--- src/hw/frps_pkg.sv ---
// constants and carrier types of the flash reset and power sequencer
package frps_pkg;
    localparam int unsigned CLK_MHZ = 200;
    // --------------------------------------------------------------
    // timing figures as printed
    // --------------------------------------------------------------
    localparam int unsigned POWER_UP_DELAY_US = 300;
    localparam int unsigned RESET_PULSE_HOLD_TIME_US = 35;
    localparam int unsigned RESET_PULSE_WIDTH_NS = 200;
    localparam int unsigned RESET_HOLD_BEFORE_SELECT_NS = 50;
    localparam int unsigned RESET_SETUP_TIME_NS = 50;
    // --------------------------------------------------------------
    // cycle counts, least times rounded up
    // --------------------------------------------------------------
    localparam int unsigned POWER_UP_CYC = POWER_UP_DELAY_US * CLK_MHZ;
    localparam int unsigned RESET_HOLD_CYC = RESET_PULSE_HOLD_TIME_US * CLK_MHZ;
    localparam int unsigned PULSE_WIDTH_CYC = (RESET_PULSE_WIDTH_NS * CLK_MHZ + 999) / 1000;
    localparam int unsigned SEL_HOLD_CYC = (RESET_HOLD_BEFORE_SELECT_NS * CLK_MHZ + 999) / 1000;
    localparam int unsigned CNT_W = 20;
    localparam logic [CNT_W-1:0] CNT_ZERO = 20'h00000;
    localparam logic [CNT_W-1:0] CNT_ONE = 20'h00001;

    typedef enum logic [2:0]
    {
        FRPS_POWER_ON = 3'b000,
        FRPS_STANDBY = 3'b001,
        FRPS_ACTIVE = 3'b010,
        FRPS_RESET_WAIT = 3'b011,
        FRPS_RESET_HOLD = 3'b100,
        FRPS_SEL_HOLD = 3'b101
    } frps_state_e;

    // status carried to the core
    typedef struct packed
    {
        logic select_enable;
        logic active_power;
        logic standby_power;
        logic reset_busy;
        logic outputs_tristate;
        logic abort_ops;
        logic iface_to_standby;
        logic init_done;
    } frps_status_s;
endpackage

--- src/hw/frps_sequencer.sv ---
// reset and power-mode sequencer for a serial nor flash
`timescale 1ns/1ps
// Summary of operation
// - chip select low enables device in active mode; high blocks new commands
// - after select rises, stay active until pending operations finish, then standby
// - power-on initialization runs the full power-up delay from supply good
// - warm-reset input ignored while power-on initialization runs
// - warm reset resets register state like power-on, without full process
// - hardware reset takes the reset pulse hold period before select accepted
// - failed power-on init: warm reset runs the full power-up delay
// - reset low for pulse width aborts, tri-states outputs, masks commands
// - hardware reset returns the serial interface machine to standby
// - reset asserted at power-up end keeps device in reset until hold
module frps_sequencer #(
    parameter int unsigned POWER_UP_CYCLES = frps_pkg::POWER_UP_CYC,
    parameter int unsigned RESET_HOLD_CYCLES = frps_pkg::RESET_HOLD_CYC
)(
    // clock and reset
    input wire logic core_clk,
    input wire logic resetn,
    input wire logic clk_en,
    // supply monitor and pins
    input wire logic supply_good,
    input wire logic chip_select_n,
    input wire logic warm_reset_n,
    input wire logic serial_clk,
    // core handshake
    input wire logic ops_pending,
    input wire logic init_ok,
    // status and control to core
    output frps_pkg::frps_status_s status,
    output logic reg_reset_pulse,
    output logic serial_clk_edge
);
    // ----------------------------------------------------------------
    // parameter checks
    // ----------------------------------------------------------------
    // refused at elaboration: zero power-up count, reset hold not above the pulse width, or loads too wide for the counter
    if (POWER_UP_CYCLES < 1 || POWER_UP_CYCLES >= (1 << frps_pkg::CNT_W))
    begin : g_bad_power_up
        $error("power up count out of range");
    end
    if (RESET_HOLD_CYCLES <= frps_pkg::PULSE_WIDTH_CYC ||
        RESET_HOLD_CYCLES >= (1 << frps_pkg::CNT_W))
    begin : g_bad_reset_hold
        $error("reset hold count out of range");
    end

    // ----------------------------------------------------------------
    // pin synchronisers
    // ----------------------------------------------------------------
    logic [2:0] sync_a;
    logic [2:0] sync_b;
    logic cs_n_s;
    logic rst_n_s;
    logic sup_s;
    logic sck_s;
    logic sck_d;
    assign cs_n_s = sync_b[0];
    assign rst_n_s = sync_b[1];
    assign sup_s = sync_b[2];

    always_ff @(posedge core_clk)
    begin
        if (!resetn)
        begin
            sync_a <= 3'h3;
            sync_b <= 3'h3;
        end
        else if (clk_en)
        begin
            sync_a <= {supply_good, warm_reset_n, chip_select_n};
            sync_b <= sync_a;
        end
    end

    // serial clock sampled only for edge reporting; timing never relies on it
    logic sck_a;
    always_ff @(posedge core_clk)
    begin
        if (!resetn)
        begin
            sck_a <= 1'b0;
            sck_s <= 1'b0;
            sck_d <= 1'b0;
        end
        else if (clk_en)
        begin
            sck_a <= serial_clk;
            sck_s <= sck_a;
            sck_d <= sck_s;
        end
    end
    assign serial_clk_edge = sck_s & ~sck_d;

    // ----------------------------------------------------------------
    // sequencer
    // ----------------------------------------------------------------
    frps_pkg::frps_state_e state;
    frps_pkg::frps_state_e next_state;
    logic [frps_pkg::CNT_W-1:0] cnt;
    logic [frps_pkg::CNT_W-1:0] next_cnt;
    logic [frps_pkg::CNT_W-1:0] low_cnt;
    logic init_good;
    logic next_init_good;
    logic cnt_done;
    logic reset_qualified;
    logic supply_lost;

    localparam logic [frps_pkg::CNT_W-1:0] PU_LOAD = POWER_UP_CYCLES[frps_pkg::CNT_W-1:0];
    localparam logic [frps_pkg::CNT_W-1:0] RH_LOAD = RESET_HOLD_CYCLES[frps_pkg::CNT_W-1:0];
    localparam logic [frps_pkg::CNT_W-1:0] PW_LOAD =
        frps_pkg::PULSE_WIDTH_CYC[frps_pkg::CNT_W-1:0];
    localparam logic [frps_pkg::CNT_W-1:0] SH_LOAD =
        frps_pkg::SEL_HOLD_CYC[frps_pkg::CNT_W-1:0];

    assign cnt_done = (cnt == frps_pkg::CNT_ONE) || (cnt == frps_pkg::CNT_ZERO);
    // short glitches on the reset pin are filtered by the pulse-width count
    assign reset_qualified = (low_cnt >= PW_LOAD);
    assign supply_lost = ~sup_s;

    // reset pin low-time counter, saturating
    always_ff @(posedge core_clk)
    begin
        if (!resetn)
            low_cnt <= frps_pkg::CNT_ZERO;
        else if (clk_en)
        begin
            if (rst_n_s)
                low_cnt <= frps_pkg::CNT_ZERO;
            else if (!reset_qualified)
                low_cnt <= low_cnt + frps_pkg::CNT_ONE;
        end
    end

    always_comb
    begin
        next_state = state;
        next_cnt = cnt;
        next_init_good = init_good;
        if (cnt != frps_pkg::CNT_ZERO)
            next_cnt = cnt - frps_pkg::CNT_ONE;
        case (state)
            frps_pkg::FRPS_POWER_ON:
            begin
                // reset pin is not looked at while powering on
                if (!sup_s)
                    next_cnt = PU_LOAD;
                else if (cnt_done)
                begin
                    next_init_good = init_ok;
                    if (!rst_n_s)
                    begin
                        next_state = frps_pkg::FRPS_RESET_WAIT;
                    end
                    else
                        next_state = frps_pkg::FRPS_STANDBY;
                end
            end
            frps_pkg::FRPS_STANDBY, frps_pkg::FRPS_ACTIVE:
            begin
                if (reset_qualified)
                begin
                    if (!init_good)
                    begin
                        next_state = frps_pkg::FRPS_POWER_ON;
                        next_cnt = PU_LOAD;
                    end
                    else
                    begin
                        next_state = frps_pkg::FRPS_RESET_HOLD;
                        next_cnt = RH_LOAD - PW_LOAD;
                    end
                end
                else if (!cs_n_s)
                    next_state = frps_pkg::FRPS_ACTIVE;
                else if (!ops_pending)
                    next_state = frps_pkg::FRPS_STANDBY;
                else
                    next_state = frps_pkg::FRPS_ACTIVE;
            end
            frps_pkg::FRPS_RESET_HOLD:
            begin
                if (cnt_done && rst_n_s)
                begin
                    next_state = frps_pkg::FRPS_SEL_HOLD;
                    next_cnt = SH_LOAD;
                end
                else if (cnt_done)
                    next_state = frps_pkg::FRPS_RESET_WAIT;
            end
            frps_pkg::FRPS_RESET_WAIT:
            begin
                // stays in reset while the pin is held low
                if (rst_n_s)
                begin
                    next_state = frps_pkg::FRPS_SEL_HOLD;
                    next_cnt = SH_LOAD;
                end
            end
            frps_pkg::FRPS_SEL_HOLD:
            begin
                if (!rst_n_s)
                    next_state = frps_pkg::FRPS_RESET_WAIT;
                else if (cnt_done)
                    next_state = frps_pkg::FRPS_STANDBY;
            end
            default:
            begin
                next_state = frps_pkg::FRPS_POWER_ON;
                next_cnt = PU_LOAD;
            end
        endcase
        // losing supply restarts the full power-on process
        if (supply_lost && state != frps_pkg::FRPS_POWER_ON)
        begin
            next_state = frps_pkg::FRPS_POWER_ON;
            next_cnt = PU_LOAD;
            next_init_good = 1'b0;
        end
    end

    always_ff @(posedge core_clk)
    begin
        if (!resetn)
        begin
            state <= frps_pkg::FRPS_POWER_ON;
            cnt <= PU_LOAD;
            init_good <= 1'b0;
        end
        else if (clk_en)
        begin
            state <= next_state;
            cnt <= next_cnt;
            init_good <= next_init_good;
        end
    end

    // ----------------------------------------------------------------
    // outputs
    // ----------------------------------------------------------------
    logic in_reset;
    logic entering_reset;
    frps_pkg::frps_status_s next_status;
    assign in_reset = (state == frps_pkg::FRPS_POWER_ON) ||
                      (state == frps_pkg::FRPS_RESET_HOLD) ||
                      (state == frps_pkg::FRPS_RESET_WAIT) ||
                      (state == frps_pkg::FRPS_SEL_HOLD);
    assign entering_reset = (next_state == frps_pkg::FRPS_RESET_HOLD) &&
                            (state != frps_pkg::FRPS_RESET_HOLD);

    always_comb
    begin
        next_status.select_enable = (next_state == frps_pkg::FRPS_ACTIVE) && !cs_n_s;
        next_status.active_power = (next_state == frps_pkg::FRPS_ACTIVE);
        next_status.standby_power = (next_state == frps_pkg::FRPS_STANDBY);
        next_status.reset_busy = (next_state != frps_pkg::FRPS_ACTIVE) &&
                                 (next_state != frps_pkg::FRPS_STANDBY);
        next_status.outputs_tristate = next_status.reset_busy;
        next_status.abort_ops = next_status.reset_busy && !in_reset;
        next_status.iface_to_standby = next_status.reset_busy;
        next_status.init_done = next_init_good;
    end

    always_ff @(posedge core_clk)
    begin
        if (!resetn)
        begin
            status <= 8'h18;
            reg_reset_pulse <= 1'b0;
        end
        else if (clk_en)
        begin
            status <= next_status;
            reg_reset_pulse <= entering_reset;
        end
    end
endmodule // frps_sequencer

--- config.mk ---
export PLATFORM = sky130hd
export DESIGN_NAME = frps_sequencer
export DESIGN_NICKNAME = d
export VERILOG_FILES = /design/src/hw/frps_pkg.sv /design/src/hw/frps_sequencer.sv
export SDC_FILE = /design/constraint.sdc
export NUM_CORES = 1
export LEC_CHECK = 0
export ABC_AREA = 1
export BUFFER_PORTS_ARGS = -buffer_cell sky130_fd_sc_hd__buf_2
export CORE_UTILIZATION = 60
export CTS_CLUSTER_SIZE = 40
export DETAILED_ROUTE_END_ITERATION = 12
export PLACE_DENSITY = 0.85
export SLEW_MARGIN = 20
export SYNTH_ARGS = -nofsm -noshare
export SYNTH_HDL_FRONTEND = slang
export SYNTH_SLANG_ARGS = --single-unit
--- constraint.sdc ---
create_clock -name core_clk -period 2.11 [get_ports core_clk]
set_input_delay 0.211 -clock core_clk [delete_from_list [all_inputs] [get_ports core_clk]]
set_output_delay 0.211 -clock core_clk [all_outputs]
set_load 0.1 [all_outputs]
==> out/metrics.cfg <==
[synthesis]
synth_area_sq_um = 3300
synth_ff_type = dfxtp_1
ys_warn_count = 0
synth.avg_cell_area_sq_um = 6.80
synth_cells = 485
synth_nets = 499
synth.distinct_cells = 37
async_flop_share_pct = 0
ys_seq_area_share_pct = 36.4
synth-seq-cells = 60
synth_edf_count = 0

[worst_setup_path]
cp.required_ps = 2350
rr_worst_depth = 14
setup.worst_path.end_class = flip-flop
crit_fanout = 8
worstSetupStartpointType = flip-flop
cp.arrival_ps = 2190
critical_path_class = flip-flop to flip-flop

[floorplanning]
rows = 26
fp.dieW_um = 76.1
design.die.area_sq_um = 5800
start_util_pct = 63.3
core-area_sq_um = 5200
ios = 19
die_h_um = 76.1

[global_route]
grt_max_degree = 36
met2_usage_pct = 45.5
antenna_found_initial = 0
grt_pass1_wl_mm = 12.8
met3_usage_pct = 5.39
grt_busiest_layer = met2
grt_pass1_vias = 2895
use_met1_pct = 33.9
grt-ovfl-total = 0
grt_use_total_pct = 27.6

[min_path]
min_path_type = input port to flip-flop
min_path_cells = 3

[cts]
cts_made_buffers = 9
cts.clk_slew.worst_paths_ps = 70
cts_tree = built
htree_levels = 3
root_buffer = clkbuf_8
cts_sinks = 60
clk_path_buf_depth = 2
cts_resized = 0
cts_setup_buffers = 0
cts_hold_buffers = 0
clock_latency_ps = 350

[cells_and_area]
area_growth_syn_to_layout_pct = 10.8
layout.cells.non_filler = 578
fin_nets = 517
diodes = 0
final_util_pct = 70.2
drive_gt1_share_pct = 17.1

[pwr]
leakagePower_nw = 1.70
power-per-cell-area_nw_per_um2 = 755
ir_worst_vdd_v = 0.000529
power_mw = 2.76

[timing]
rsz0062_at_grt = false
finalCritPeriodShare_pct = 92.1
timing_hold_violations_final = 0
finClkSkew_ps = 10.6
tns_ps = 0
post-route-min-period_ps = 1940
finalSetupViolations = 0
slew_headroom_pct = 54.4
timing.final.max_slew_violations = 0
holdWs_ps = 79.5
tightestPinTransition_ps = 683
fmax_mhz = 514

[job]
maxCapViolCount = 0

[drt]
viasPerCell = 5.34
route.detailed.drc = 0
wirelength_mm = 7.40
vias = 3088
route.detailed.wl_per_inst_um = 12.8
drtIter0Drc = 218
ant_nets = 0
firstDrtPassIters = 5

[placement]
placedCellCount = 562
gp_congestion = 0.907
portBuffers = 18
dp.final_hpwl_mm = 5.24

[status]
status = completed

[critical path: stages, from the launching register on]
cell,delay [ps]
dfxtp_1,410
inv_1,110
ha_1,220
inv_1,50
nor2_1,70
nand3_4,130
nand2_2,80
nor2_2,210
nand3_1,100
nand2_1,110
nand2_1,60
nand2_1,60
nand2_1,50
o21ai_1,110
nand2_1,60
[stage by stage]
stage                     area, sq um  worst slack, ps
after floorplan                  3300              306
after global placement           3440              290
after detailed placement         3440              223
after CTS                        3650              210
after global routing             3650             14.5
final                            3650              166
[power by group]
group | internal (mW) | switching, mW
registers | 1.17 | 0.0348
clock network | 0.691 | 0.459
logic | 0.108 | 0.294
[synthesized netlist by cell type, drive strengths merged, types with 2 or more instances]
cell type / n / area [sq um]
a21oi: 48 / 244
buf: 3 / 20.0
clkbuf: 11 / 41.3
clkinv: 2 / 7.51
dfxtp: 60 / 1200
ha: 5 / 62.6
inv: 56 / 213
nand2: 124 / 495
nand3: 26 / 165
nand3b: 2 / 15.0
nand4: 9 / 62.6
nor2: 85 / 424
nor3: 5 / 25.0
o211ai: 2 / 20.0
o21ai: 29 / 153
xnor2: 4 / 35.0
xor2: 9 / 78.8
[path summary, 6_finish.rpt]
check	startpoint	slack [ps]	end
worst max-delay path	cnt[0]	170	cnt[13]
worst min-delay path	warm_reset_n	80	sync_a[1]
worst min register to register	low_cnt[7]	440	low_cnt[7]
worst max register to register	cnt[0]	170	cnt[13]
[layout by cell type, fill, tap and decap left out, types with 2 or more instances in the layout]
cell / n
inv_2: 12
nand2_1: 114
clkinv_1: 2
nand3_4: 2
clkinv_2: 3
o21ai_2: 2
nor2_8: 2
nor2_1: 66
xnor2_1: 4
nor2_2: 11
dfxtp_1: 60
nand3_2: 2
bufinv_16: 2
o21ai_0: 25
o21ai_1: 2
nand2_2: 9
buf_2: 18
nor2_4: 6
nand3b_1: 2
nand3_1: 22
nand4_1: 8
ha_1: 5
buf_4: 3
xor2_1: 9
nor3_1: 5
clkbuf_8: 10
inv_1: 43
a21oi_1: 47
[layout make-up]
type	count	area [sq um]
sequential	60	1200
multi-input combinational	353	1810
tap	70	87.6
fill	444	1550
timing repair buffer	21	113
clock inverter	5	75.1
clock buffer	11	141
inverter	58	220
[logic make-up (layout without fill, tap and decap cells)]
kind of cell	count (synthesis)	after routing	share of synthesized area, %
and+or+nand+nor	253	253	36.4
AOI/OAI and AO/OA	82	82	13.3
xor gates and xnor gates	13	13	3.45
DFF	60	60	36.4
adders and majority gates	5	5	1.90
buffers and inverters	72	95	8.54
[routing by layer]
| layer | wire length (um) | part of all wire [%] | vias up |
|---|---|---|---|
| met5 | 0 | 0 | - |
| met2 | 3360 | 45 | 91 |
| met1 | 3430 | 46 | 1396 |
| met3 | 347 | 4.7 | 23 |
| li1 | - | - | 1578 |
| met4 | 259 | 3.5 | 0 |
[registers in the layout (all words and copies together), names as in the netlist]
register / count
reg_reset_pulse: 1
state: 3
sync_b: 3
sck_s: 1
sck_a: 1
cnt: 20
status: 7
sck_d: 1
low_cnt: 20
sync_a: 3
Power figures use the tool's default switching activity.
